File: src/inc/dtc_pkg.sv
// Constants and types shared by the dual timer/counter block
`default_nettype none

package dtc_pkg;

   // ********************************************************
   // Bus geometry
   // ********************************************************
   localparam int ADR_W = 10;
   localparam int IDX_W = 8;

   // ********************************************************
   // Register indices (byte address is four times the index)
   // ********************************************************
   localparam logic [IDX_W-1:0] IDX_CTRL = 8'h88;
   localparam logic [IDX_W-1:0] IDX_MODE = 8'h89;
   localparam logic [IDX_W-1:0] IDX_TL0 = 8'h8a;
   localparam logic [IDX_W-1:0] IDX_TL1 = 8'h8b;
   localparam logic [IDX_W-1:0] IDX_TH0 = 8'h8c;
   localparam logic [IDX_W-1:0] IDX_TH1 = 8'h8d;

   // ********************************************************
   // Field positions in timer_control
   // ********************************************************
   localparam int CTL_TF1 = 7;
   localparam int CTL_TR1 = 6;
   localparam int CTL_TF0 = 5;
   localparam int CTL_TR0 = 4;
   localparam int CTL_IE1 = 3;
   localparam int CTL_IT1 = 2;
   localparam int CTL_IE0 = 1;
   localparam int CTL_IT0 = 0;

   // ********************************************************
   // Field positions in timer_mode_select
   // ********************************************************
   localparam int MOD_TIMER1_PIN_GATING = 7;
   localparam int MOD_CT1 = 6;
   localparam int MOD_M1_HI = 5;
   localparam int MOD_M1_LO = 4;
   localparam int MOD_TIMER0_PIN_GATING = 3;
   localparam int MOD_CT0 = 2;
   localparam int MOD_M0_HI = 1;
   localparam int MOD_M0_LO = 0;

   // ********************************************************
   // Pin slots in the synchroniser
   // ********************************************************
   localparam int PIN_IRQ0 = 0;
   localparam int PIN_IRQ1 = 1;
   localparam int PIN_CNT0 = 2;
   localparam int PIN_CNT1 = 3;
   localparam int PIN_N = 4;

   // ********************************************************
   // Reset values and timing
   // ********************************************************
   localparam logic [7:0] RST_BYTE = 8'h00;
   localparam int CLK_NS = 10;
   localparam int PERIPH_NS = 60;
   localparam logic [2:0] PERIPH_CYC = 3'(PERIPH_NS / CLK_NS);

   typedef enum logic [1:0] {
      MODE_13BIT,
      MODE_16BIT,
      MODE_RELOAD,
      MODE_SPLIT
   } dtc_mode_t;

endpackage

`default_nettype wire

File: src/inc/dtc_pin_if.sv
// Raw and filtered pin levels between top and synchroniser
`default_nettype none

interface dtc_pin_if;
   import dtc_pkg::*;
   logic [PIN_N-1:0] raw;
   logic [PIN_N-1:0] filt;
   logic [PIN_N-1:0] fall;
   modport sync_end (input raw, output filt, output fall);
   modport user_end (output raw, input filt, input fall);
endinterface

`default_nettype wire

File: src/design/dtc_pin_sync.sv
// Three-stage pin synchroniser with agreement filter
`default_nettype none

module dtc_pin_sync
   import dtc_pkg::*;
(
   input wire logic clk_i,
   input wire logic rst_i,
   dtc_pin_if.sync_end pin
);

   logic [PIN_N-1:0] s1_ff;
   logic [PIN_N-1:0] s2_ff;
   logic [PIN_N-1:0] s3_ff;
   logic [PIN_N-1:0] filt_ff;
   logic [PIN_N-1:0] fall_ff;
   logic [PIN_N-1:0] agree;

   // ********************************************************
   // Synchroniser chain
   // ********************************************************
   // Pins idle high, so reset to one avoids a false fall
   always_ff @(posedge clk_i)
   begin
      if (rst_i)
      begin
         s1_ff <= '1;
         s2_ff <= '1;
         s3_ff <= '1;
      end
      else
      begin
         s1_ff <= pin.raw;
         s2_ff <= s1_ff;
         s3_ff <= s2_ff;
      end
   end

   assign agree = ~(s2_ff ^ s3_ff);

   // ********************************************************
   // Filtered level and falling edge
   // ********************************************************
   always_ff @(posedge clk_i)
   begin
      if (rst_i)
      begin
         filt_ff <= '1;
         fall_ff <= '0;
      end
      else
      begin
         filt_ff <= (agree & s2_ff) | (~agree & filt_ff);
         fall_ff <= agree & ~s2_ff & filt_ff;
      end
   end

   assign pin.filt = filt_ff;
   assign pin.fall = fall_ff;

endmodule // dtc_pin_sync

`default_nettype wire

File: src/design/dtc_top.sv
// Dual timer/counter with external interrupt flags, Wishbone slave
`default_nettype none

// How it works
// Timer 1 overflow sets its flag; vectoring to its routine clears it.
// Timer 1 run bit starts timer 1 when set, stops it when clear; while timer 0 is split, timer 1 also runs with the bit clear.
// Timer 0 overflow sets its flag; vectoring or software write clears it.
// Timer 0 run bit starts timer 0 when set, stops it when clear.
// Interrupt 1 pin activity sets its pending flag; edge mode clears on service.
// Interrupt 1 type bit: clear means low level, set means falling edge.
// Interrupt 0 pin activity sets its pending flag; edge mode clears on service.
// Interrupt 0 type bit: clear means low level, set means falling edge.
// Timer 1 gating makes it run only while interrupt 1 pin is high.
// Timer 1 source bit picks peripheral ticks or count pin falling edges.
// Timer 1 modes: 13-bit, 16-bit, 8-bit reload, or halted holding count.
// Timer 1 reload mode copies high byte into low byte on overflow.
// Timer 0 gating makes it run only while interrupt 0 pin is high.
// Timer 0 source bit picks peripheral ticks or count pin falling edges.
// Timer 0 modes 13/16/reload, or split using timer 1 run and flag.
// Timer 0 reload mode copies high byte into low byte on overflow.
// Each count is a high and low byte register, reset to zero.
// Count pin sampled once per tick; high then low counts one.
// In timer operation the count steps once per peripheral tick.
// Overflow is all ones rolling to zero; it sets the overflow flag.
// 13-bit mode uses low five bits as a modulo-32 prescaler.
// Software stops a timer before changing its mode or source.
module dtc_top
   import dtc_pkg::*;
(
   input wire logic clk_i,
   input wire logic rst_i,
   input wire logic [ADR_W-1:0] adr_i,
   input wire logic [31:0] dat_i,
   input wire logic [3:0] sel_i,
   input wire logic we_i,
   input wire logic cyc_i,
   input wire logic stb_i,
   output logic ack_o,
   output logic [31:0] dat_o,
   input wire logic ext_irq0_pin_n_i,
   input wire logic ext_irq1_pin_n_i,
   input wire logic timer0_count_pin_i,
   input wire logic timer1_count_pin_i,
   input wire logic tmr0_vec_i,
   input wire logic tmr1_vec_i,
   input wire logic ext0_vec_i,
   input wire logic ext1_vec_i,
   output logic tmr0_irq_o,
   output logic tmr1_irq_o,
   output logic ext0_irq_o,
   output logic ext1_irq_o
);

   // ********************************************************
   // Helpers
   // ********************************************************
   // Returns {overflow, high, low} after one count step
   function automatic logic [16:0] dtc_step(input dtc_mode_t m,
                                            input logic [7:0] th,
                                            input logic [7:0] tl);
      logic [16:0] r;
      r = {1'b0, th, tl};
      case (m)
         MODE_13BIT:
         begin
            // Upper three low bits are left alone
            r[4:0] = tl[4:0] + 5'h01;
            if (tl[4:0] == 5'h1f)
               r[16:8] = {1'b0, th} + 9'h001;
         end
         MODE_16BIT:
            r = {1'b0, th, tl} + 17'h00001;
         MODE_RELOAD:
         begin
            if (tl == 8'hff)
               r = {1'b1, th, th};
            else
               r[7:0] = tl + 8'h01;
         end
         default:
            r = {1'b0, th, tl};
      endcase
      return r;
   endfunction

   function automatic logic [8:0] dtc_inc8(input logic [7:0] v);
      return {1'b0, v} + 9'h001;
   endfunction

   // Hardware set beats every clear in the same cycle
   function automatic logic dtc_flag(input logic set, input logic clr,
                                     input logic wr, input logic wv,
                                     input logic cur);
      if (set)
         return 1'b1;
      else if (clr)
         return 1'b0;
      else if (wr)
         return wv;
      return cur;
   endfunction

   // ********************************************************
   // Declarations
   // ********************************************************
   dtc_pin_if pins();

   logic ack_ff;
   logic [7:0] rdat_ff;
   logic [7:0] rd_byte;
   logic [IDX_W-1:0] idx;
   logic wr_en;
   logic [7:0] wdat;
   logic [7:0] mode_ff;
   logic tr0_ff, tr1_ff, it0_ff, it1_ff;
   logic tf0_ff, tf1_ff, ie0_ff, ie1_ff;
   logic [7:0] tl0_ff, th0_ff, tl1_ff, th1_ff;
   logic [7:0] nxt_tl0, nxt_th0, nxt_tl1, nxt_th1;
   logic [2:0] div_ff;
   logic tick_ff;
   logic [1:0] samp_ff;
   logic cnt0_ev, cnt1_ev, ev0, ev1;
   logic run0, run1, inc0, inc1, inc_th0;
   logic t0_ovf, t1_ovf, th0_ovf;
   logic t0_split;
   dtc_mode_t mode0, mode1;

   // ********************************************************
   // Pin synchroniser
   // ********************************************************
   assign pins.raw[PIN_IRQ0] = ext_irq0_pin_n_i;
   assign pins.raw[PIN_IRQ1] = ext_irq1_pin_n_i;
   assign pins.raw[PIN_CNT0] = timer0_count_pin_i;
   assign pins.raw[PIN_CNT1] = timer1_count_pin_i;

   dtc_pin_sync u_sync (
      .clk_i(clk_i),
      .rst_i(rst_i),
      .pin(pins.sync_end)
   );

   // ********************************************************
   // Wishbone slave
   // ********************************************************
   // Ack one cycle after the request; write lands on the ack edge
   assign idx = adr_i[ADR_W-1:2];
   assign wdat = dat_i[7:0];
   assign wr_en = cyc_i && stb_i && we_i && ack_ff && sel_i[0];

   always_comb
   begin
      case (idx)
         IDX_CTRL: rd_byte = {tf1_ff, tr1_ff, tf0_ff, tr0_ff,
                              ie1_ff, it1_ff, ie0_ff, it0_ff};
         IDX_MODE: rd_byte = mode_ff;
         IDX_TL0: rd_byte = tl0_ff;
         IDX_TL1: rd_byte = tl1_ff;
         IDX_TH0: rd_byte = th0_ff;
         IDX_TH1: rd_byte = th1_ff;
         default: rd_byte = 8'h00;
      endcase
   end

   always_ff @(posedge clk_i)
   begin
      if (rst_i)
      begin
         ack_ff <= 1'b0;
         rdat_ff <= 8'h00;
      end
      else
      begin
         ack_ff <= cyc_i && stb_i && !ack_ff;
         if (cyc_i && stb_i && !ack_ff)
            rdat_ff <= rd_byte;
      end
   end

   assign ack_o = ack_ff;
   assign dat_o = {24'h000000, rdat_ff};

   // ********************************************************
   // Control and mode registers
   // ********************************************************
   always_ff @(posedge clk_i)
   begin
      if (rst_i)
      begin
         tr0_ff <= 1'b0;
         tr1_ff <= 1'b0;
         it0_ff <= 1'b0;
         it1_ff <= 1'b0;
         mode_ff <= RST_BYTE;
      end
      else
      begin
         if (wr_en && idx == IDX_CTRL)
         begin
            tr1_ff <= wdat[CTL_TR1];
            tr0_ff <= wdat[CTL_TR0];
            it1_ff <= wdat[CTL_IT1];
            it0_ff <= wdat[CTL_IT0];
         end
         if (wr_en && idx == IDX_MODE)
            mode_ff <= wdat;
      end
   end

   assign mode0 = dtc_mode_t'(mode_ff[MOD_M0_HI:MOD_M0_LO]);
   assign mode1 = dtc_mode_t'(mode_ff[MOD_M1_HI:MOD_M1_LO]);
   assign t0_split = (mode0 == MODE_SPLIT);

   // ********************************************************
   // Peripheral tick and count pin sampling
   // ********************************************************
   always_ff @(posedge clk_i)
   begin
      if (rst_i)
      begin
         div_ff <= 3'h0;
         tick_ff <= 1'b0;
      end
      else
      begin
         tick_ff <= (div_ff == PERIPH_CYC - 3'h1);
         if (div_ff == PERIPH_CYC - 3'h1)
            div_ff <= 3'h0;
         else
            div_ff <= div_ff + 3'h1;
      end
   end

   always_ff @(posedge clk_i)
   begin
      if (rst_i)
         samp_ff <= 2'h3;
      else if (tick_ff)
         samp_ff <= {pins.filt[PIN_CNT1], pins.filt[PIN_CNT0]};
   end

   // High on the last tick, low on this one
   assign cnt0_ev = tick_ff && samp_ff[0] && !pins.filt[PIN_CNT0];
   assign cnt1_ev = tick_ff && samp_ff[1] && !pins.filt[PIN_CNT1];

   // ********************************************************
   // Run gating and count sources
   // ********************************************************
   assign ev0 = mode_ff[MOD_CT0] ? cnt0_ev : tick_ff;
   assign ev1 = mode_ff[MOD_CT1] ? cnt1_ev : tick_ff;
   assign run0 = tr0_ff &&
                 (!mode_ff[MOD_TIMER0_PIN_GATING] || pins.filt[PIN_IRQ0]);
   // While timer 0 is split, timer 1 is switched by its halt mode
   assign run1 = (t0_split || tr1_ff) &&
                 (!mode_ff[MOD_TIMER1_PIN_GATING] || pins.filt[PIN_IRQ1]);
   assign inc0 = run0 && ev0;
   assign inc1 = run1 && ev1;
   assign inc_th0 = t0_split && tr1_ff && tick_ff;

   // ********************************************************
   // Timer 0 count
   // ********************************************************
   always_comb
   begin
      nxt_tl0 = tl0_ff;
      nxt_th0 = th0_ff;
      t0_ovf = 1'b0;
      th0_ovf = 1'b0;
      if (t0_split)
      begin
         if (inc0)
            {t0_ovf, nxt_tl0} = dtc_inc8(tl0_ff);
         if (inc_th0)
            {th0_ovf, nxt_th0} = dtc_inc8(th0_ff);
      end
      else if (inc0)
         {t0_ovf, nxt_th0, nxt_tl0} =
            dtc_step(mode0, th0_ff, tl0_ff);
      // A software write wins over a count in the same cycle
      if (wr_en && idx == IDX_TL0)
         nxt_tl0 = wdat;
      if (wr_en && idx == IDX_TH0)
         nxt_th0 = wdat;
   end

   // ********************************************************
   // Timer 1 count
   // ********************************************************
   always_comb
   begin
      nxt_tl1 = tl1_ff;
      nxt_th1 = th1_ff;
      t1_ovf = 1'b0;
      if (inc1)
         {t1_ovf, nxt_th1, nxt_tl1} =
            dtc_step(mode1, th1_ff, tl1_ff);
      if (wr_en && idx == IDX_TL1)
         nxt_tl1 = wdat;
      if (wr_en && idx == IDX_TH1)
         nxt_th1 = wdat;
   end

   always_ff @(posedge clk_i)
   begin
      if (rst_i)
      begin
         tl0_ff <= RST_BYTE;
         th0_ff <= RST_BYTE;
         tl1_ff <= RST_BYTE;
         th1_ff <= RST_BYTE;
      end
      else
      begin
         tl0_ff <= nxt_tl0;
         th0_ff <= nxt_th0;
         tl1_ff <= nxt_tl1;
         th1_ff <= nxt_th1;
      end
   end

   // ********************************************************
   // Overflow and external interrupt flags
   // ********************************************************
   always_ff @(posedge clk_i)
   begin
      if (rst_i)
      begin
         tf0_ff <= 1'b0;
         tf1_ff <= 1'b0;
         ie0_ff <= 1'b0;
         ie1_ff <= 1'b0;
      end
      else
      begin
         tf0_ff <= dtc_flag(t0_ovf, tmr0_vec_i,
                            wr_en && idx == IDX_CTRL,
                            wdat[CTL_TF0], tf0_ff);
         // Split mode hands timer 1's flag to the timer 0 high byte
         tf1_ff <= dtc_flag(t0_split ? th0_ovf : t1_ovf, tmr1_vec_i,
                            wr_en && idx == IDX_CTRL,
                            wdat[CTL_TF1], tf1_ff);
         // Level mode mirrors the pin; only edge mode is cleared
         ie0_ff <= dtc_flag(it0_ff ? pins.fall[PIN_IRQ0]
                                   : !pins.filt[PIN_IRQ0],
                            it0_ff ? ext0_vec_i : pins.filt[PIN_IRQ0],
                            it0_ff && wr_en && idx == IDX_CTRL,
                            wdat[CTL_IE0], ie0_ff);
         ie1_ff <= dtc_flag(it1_ff ? pins.fall[PIN_IRQ1]
                                   : !pins.filt[PIN_IRQ1],
                            it1_ff ? ext1_vec_i : pins.filt[PIN_IRQ1],
                            it1_ff && wr_en && idx == IDX_CTRL,
                            wdat[CTL_IE1], ie1_ff);
      end
   end

   assign tmr0_irq_o = tf0_ff;
   assign tmr1_irq_o = tf1_ff;
   assign ext0_irq_o = ie0_ff;
   assign ext1_irq_o = ie1_ff;
endmodule // dtc_top

`default_nettype wire

File: config.mk
export PLATFORM = sky130hd
export DESIGN_NAME = dtc_top
export DESIGN_NICKNAME = d
export VERILOG_FILES = /design/src/inc/dtc_pkg.sv /design/src/inc/dtc_pin_if.sv /design/src/design/dtc_pin_sync.sv /design/src/design/dtc_top.sv
export SDC_FILE = /design/constraint.sdc
export NUM_CORES = 1
export LEC_CHECK = 0
export BUFFER_PORTS_ARGS = -buffer_cell sky130_fd_sc_hd__buf_2
export CAP_MARGIN = 10
export CORE_UTILIZATION = 50
export DETAILED_ROUTE_END_ITERATION = 8
export PLACE_DENSITY = 0.81
export RECOVER_POWER = 100
export SETUP_SLACK_MARGIN = 0.4
export SLEW_MARGIN = 10
export SYNTH_ARGS = -nofsm -noshare
export SYNTH_HDL_FRONTEND = slang
export SYNTH_SLANG_ARGS = --single-unit
File: constraint.sdc
create_clock -name clk_i -period 3.6 [get_ports clk_i]
set_clock_uncertainty 0.2 [all_clocks]
set_input_delay 0.72 -clock clk_i [delete_from_list [all_inputs] [get_ports clk_i]]
set_output_delay 0.72 -clock clk_i [all_outputs]
set_load 0.02 [all_outputs]
==> results by group, run 1 <==
Global route
  • Number of global-route vias before repair: roughly 4700
  • All-Layer GR Usage: 27.64%
  • Initial antenna violation count: 0
  • Total congestion overflow: 0
  • First-pass GRT wire length: 23.47 mm
  • Largest net degree at the start of global routing: 33

Clocking
  • Clock Latency Late Sink: 0.38 ns
  • CTS sink count: 81
  • Clock Tree Buf Depth: 2
  • Worst-path clk slew: 0.10 ns
  • CTS HTree Levels: 3
  • Clock buffer count from CTS: 9
  • Root cell of the clock tree: clkbuf_8
  • CTS tree: done

Worst setup path
  • CP Class: flip-flop to flip-flop
  • CP bufs+invs: 1
  • Worst Path Max Fanout: 8
  • Worst setup EP type: flip-flop
  • Slowest stage delay, CP: 0.46 ns
  • Critical Path AT: 3.23 ns
  • Cell family with most CP delay: compound AO/OA/AOI/OAI gates
  • Worst path cell trace: ha_1, nand3_1, inv_1, ha_1, nand2_1, a221oi_4, nand2_1, a21oi_1, a31oi_1, o41ai_1
  • Worst setup SP type: flip-flop
  • Critical Path RT: between 3 and 4 ns
  • Crit-path slowest cell: dfxtp_1

Logic synthesis
  • Yosys warns: 0
  • Yosys top cell area share: 31.23%
  • Dominant synthesized flop cell: dfxtp_1
  • Area leader, netlist: dfxtp_1
  • Asr flop ratio synth: 0%
  • Post-synthesis cell area: around 5200 sq um
  • Seq/Total Area, Yosys: 31.23%
  • Syn Inst Count: 640
  • Register bit total from synthesis: a little over 80
  • Post-synth EDFFs: 0
  • Synth area leaders: dfxtp_1 31%, nor2_1 5.2%, nand2_1 4.7%, ha_1 4.3%, a21oi_1 4.2%
  • Syn avg cell area: 8.113 sq um
  • Distinct cells, synth: 77

Timing
  • Setup TNS: 0 ns
  • Fmax: 0.3180 GHz
  • Actual slew at the worst max-slew pin: 1.312 ns
  • Worst rel slew slack: 12.51%
  • Final Hold Fails: 0
  • WHS: roughly 0.22 ns
  • Max Slew Vio Count: 0
  • Fin crit share: 87.34%
  • Min Tclk post-route: 3.144 ns
  • Count of final setup violators: 0
  • RSZ-0062 raised after global routing: yes

Placement
  • DP HPWL: 10.83 mm
  • PortBufs: 42
  • Cell Count Post-Placement: 790
  • GP Congestion: ~0.96
  • Area after DPL: 5359 sq um

Route
  • DRC Markers: 0
  • Final wirelength: 14.76 mm
  • DR vias: 5063
  • WL/cell: between 15 and 20 microns
  • Number of vias per cell: roughly 6.3
  • DR pass1 iterations: 6
  • Routed Antenna Nets: 0
  • DRT iter0 DRCs: 354

Floorplan
  • Die Footprint: 10800 sq um
  • Total core area: 9910 sq um
  • Num ports: 96
  • Die Y: 103.9 microns
  • FP Rows: 36
  • Chip width: 103.9 microns
  • Initial Utilization: approximately 52%

Layout
  • Final Core Density: between 50% and 60%
  • P&R area growth vs syn: 6.241%
  • Layout cells sized above 1: 11.87%
  • Final-stage net count: 746
  • Register Area: approximately 1600 sq um
  • Final Non-Filler Cells: between 800 and 900
  • Design area: roughly 5500 sq um
  • Fillcell total: 947
  • Ant diodes: 0
  • Multi-input gate area: about 3200 sq um

Pwr
  • Worst VDD drop: 0.0002835 V
  • Pwr Density: 314.2 nW/um^2
  • Static Leakage: 1.973 nW

Outcome
  • Status: finished clean

Hold path
  • Hold WC Path Type: flip-flop to flip-flop

Flow run
  • Max Cap Violations: 0
[layout make-up]
type                            count  area share (%)
Clock buffer                        9           2.245
Clock inverter                      7           1.384
Inverter                           29           1.973
Multi-Input combinational cell    501           58.04
Sequential cell                    81           29.39
Tap cell                          133           3.017
Timing Repair Buffer               47           3.946
[metrics by stage]
| step | total power [W] | setup WS (ns) |
|---|---|---|
| floorplan | 0.001038 | 0.9686 |
| global placement | 0.001059 | 0.5892 |
| detailed placement | 0.001063 | 0.5586 |
| CTS | 0.001744 | 0.5392 |
| global route | 0.001792 | 0.1875 |
| finish | 0.001733 | 0.4557 |
[cells in the mapped netlist (all sizes together), types with 18 or more instances]
cell type and n:
inv 28, nor2 73, nand3 23, buf 34, dfxtp 81, clkbuf 18, mux2i 22, o21ai 41
ha 18, a21oi 45, nand2 66
[where the power goes]
group | leakage (nW) | internal [W] | switching [W]
clock | 0.103 | 0.000278 | 0.000412
combinational | 1.21 | 0.0000352 | 0.0000950
sequential | 0.656 | 0.000907 | 0.00000663
total | 1.97 | 0.00122 | 0.000514
[worst reg2reg max path, stage by stage, from the launching register on]
cell and delay (ns):
dfxtp_1 0.46, ha_1 0.23, nand3_1 0.15, inv_1 0.21
ha_1 0.21, nand2_1 0.19, a221oi_4 0.38, nand2_1 0.26
a21oi_1 0.34, a31oi_1 0.13, o41ai_1 0.30
[logic make-up after synthesis]
logic type | synth area share, %
multiplexers | 6.843
other | 0.07222
adder cells (fa/ha/maj) | 4.337
AO/OA/AOI/OAI | 22.46
XOR/XNOR | 1.181
flip-flops | 31.23
AND/OR/NAND/NOR | 25.49
buffers and inverters | 8.385
[per-layer routing]
layer	track usage (%)	share of wire [%]
met1	34.71	40
met2	42.76	45
met3	7.206	10
met4	16.12	4.4
met5	0	0
[path summary, 6_finish.rpt]
path / from / endpoint / slack (ns) / depth (start not counted)
max: tl1_ff[0] / th1_ff[7] / 0.46 / 10
min: u_sync.s1_ff[3] / u_sync.s2_ff[3] / 0.22 / 1
max reg2reg: tl1_ff[0] / th1_ff[7] / 0.46 / 10
min reg2reg: u_sync.s1_ff[3] / u_sync.s2_ff[3] / 0.22 / 1
[timing repair]
action	4_1_cts	5_1_grt
resized for setup	0	2
setup endpoints to repair	0	4
hold buffers	0	0
setup buffers	0	1
[state kept, by name (all words and copies together) (netlist names), 2 cells and up, named ones only]
register / flops
mode_ff: 8
rdat_ff: 8
th0_ff: 8
th1_ff: 8
tl0_ff: 8
tl1_ff: 8
u_sync.s1_ff: 4
u_sync.s2_ff: 4
u_sync.s3_ff: 4
div_ff: 3
samp_ff: 2
u_sync.pin.fall: 2
[layout by cell type, fill, tap and decap left out, types with 5 or more instances in the layout]
cell	instances
a211oi_1	11
a21oi_1	45
a221oi_1	5
a22oi_1	8
and3_1	7
buf_2	27
clkbuf_1	18
clkbuf_8	9
conb_1	24
dfxtp_1	81
ha_1	18
inv_1	28
mux2i_1	22
mux4_2	6
nand2_1	66
nand2b_1	10
nand3_1	22
nand4_1	13
nor2_1	72
nor3_1	10
o211ai_1	11
o21ai_0	39
o22ai_1	13
o31ai_1	5
or2_2	10
xnor2_1	5
Power figures use the tool's default switching activity.
==> run 2: changes to the inputs <==
Settings changed: CORE_UTILIZATION 50 to 45, PLACE_DENSITY 0.81 to 0.75.
==> run 2 against run 1 <==
The run now ends with max-capacitance violations, max-slew violations left. Maximum frequency up 0.87%. Register-to-register slack better by 0.06 ns. Clock power up 39%. Critical path type is now primary input to flip-flop.
==> results by group, run 2 (synthesized netlist as in run 1, its figures left out) <==
Placement
  • PortBufs: 42
  • Worst slack, placed: between 0.5 and 0.6 ns
  • DP HPWL: roughly 11 mm
  • GP Congestion: around 0.95
  • Area after DPL: 5375 sq um

Worst setup path
  • Crit-path slowest cell: clkbuf_1
  • Critical Path AT: 3.14 ns
  • Slowest stage delay, CP: 0.88 ns
  • Critical Path RT: 3.63 ns
  • CP bufs+invs: 1
  • Worst path cell trace: clkbuf_1, nand2_1, or4_1, o21ai_0, nor2_1, a211oi_1
  • Cell family with most CP delay: simple AND/OR/NAND/NOR gates
  • CP Class: primary input to flip-flop
  • Path depth of the worst reg2reg path: 10
  • Worst Path Max Fanout: 21
  • Critical Path Stages: 6
  • R2R setup slack: between 0.5 and 0.6 ns
  • Worst setup EP type: flip-flop
  • Worst setup SP type: primary input

Route
  • Routed Antenna Nets: 0
  • DR vias: approximately 5000
  • DRC Markers: 0
  • Final wirelength: roughly 15 mm
  • Number of vias per cell: 6.160
  • DR pass1 iterations: 5
  • DRT iter0 DRCs: 390
  • WL/cell: 18.17 microns

Layout
  • Final-stage net count: 746
  • Layout cells sized above 1: 11.42%
  • P&R area growth vs syn: 8.096%
  • Ant diodes: 0
  • Commonest non-fill, non-tap cells in the layout: 81 x dfxtp_1, 73 x nor2_1, 65 x nand2_1
  • Commonest non-fill, non-tap cell in the layout: dfxtp_1
  • Design area: ~5600 sq um
  • Fillcell total: 1070

Outcome
  • Violated checks: max-capacitance violations, max-slew violations
  • Status: finished with violations

Floorplan
  • Initial Utilization: 47.07%
  • Die Y: 109.4 microns
  • Num ports: 96
  • Total core area: 11030 sq um
  • Chip width: approximately 110 microns
  • Die Footprint: approximately 12000 sq um
  • FP Rows: 38

Global route
  • All-Layer GR Usage: between 20% and 30%
  • Total congestion overflow: 0
  • Largest net degree at the start of global routing: 36
  • Number of global-route vias before repair: 4405
  • Initial antenna violation count: 1
  • First-pass GRT wire length: 22.83 mm

Pwr
  • Worst VDD drop: 0.0003299 V
  • Tot Pwr: 0.002000 W
  • Pwr Density: around 360 nW/um^2
  • Static Leakage: 2.005 nW

Clocking
  • Root cell of the clock tree: clkbuf_16
  • Hold-fix buffers, CTS: 0
  • Clock Tree Buf Depth: 2
  • Worst-path clk slew: 0.06 ns
  • Clock buffer count from CTS: 9
  • CTS sink count: 81
  • CTS tree: done
  • CTS HTree Levels: 3
  • Clock Latency Late Sink: 0.34 ns

Timing
  • Worst rel slew slack: -3.773%
  • Actual slew at the worst max-slew pin: 1.557 ns
  • Final Hold Fails: 0
  • WHS: 0.2104 ns
  • Fmax: 0.3208 GHz
  • Setup TNS: 0 ns
  • RSZ-0062 raised after global routing: no
  • Min Tclk post-route: 3.117 ns
  • Count of final setup violators: 0
  • Fin crit share: 86.59%
  • Final setup margin: around 0.48 ns
  • Max Slew Vio Count: 36

Flow run
  • Max Cap Violations: 1

Hold path
  • Hold WC Path Type: flip-flop to flip-flop
  • WHS Path Cells: 1
[run 2: changes by cell type in the layout (fill, tap and decap cells not counted), moves of 2 or more]
cell,before,now
a21oi_1,45,43
a21oi_2,0,2
clkbuf_16,0,9
a2111oi_1,0,2
clkbuf_1,18,20
clkbuf_8,9,1
inv_8,3,0
[run 2: final timing paths]
path,end,from
worst min register to register,u_sync.s2_ff[3],u_sync.s1_ff[3]
worst min-delay path,u_sync.s2_ff[3],u_sync.s1_ff[3]
worst max-delay path,tl1_ff[6],adr_i[2]
worst max register to register,th1_ff[0],tl1_ff[0]
[run 2: layout make-up]
cell class	count	area, sq um	share of cell area [%]
timing repair buffer	47	212.7	3.790
clock inverter	6	72.57	1.293
tap	140	175.2	3.121
clock buffer	10	239.0	4.258
sequential	81	1622	28.89
inverter	29	108.9	1.939
multi-input combinational	501	3183	56.71
[run 2: layer usage]
layer,share of wire (%),vias to the layer above,GRT usage (%)
met1,43,2353,33.21
li1,-,2344,-
met4,4.3,0,12.76
met5,0,-,0
met2,44,269,39.67
met3,9.2,48,4.979
[run 2: worst register-to-register path, cell delays in order, from the launching register on]
cell       delay, ns
dfxtp_1         0.46
ha_1            0.23
nand3_1         0.19
inv_2           0.16
ha_1            0.23
nand2_2         0.15
a221oi_4        0.36
nand2_1         0.27
a2111oi_1       0.43
a21oi_1         0.08
a211oi_1        0.24
[run 2: per-stage QoR]
stage | std cells | utilization, %
after floorplan | 663 | -
after detailed placement | 798 | 48.73
after CTS | 814 | 51.55
after global placement | 798 | 48.73
after global routing | 814 | 50.88
final | 814 | 50.88
[run 2: what timing repair did]
item	CTS	global route
buffers inserted	0	0
endpoints found under the hold margin	0	0
endpoints found under the setup margin	0	3
gates resized for setup	0	5
[run 2: power by group]
part | internal (W) | switching, W
combinational | 0.0000343 | 0.0000947
sequential | 0.000907 | 0.00000646
clock | 0.000565 | 0.000393
total | 0.00151 | 0.000494
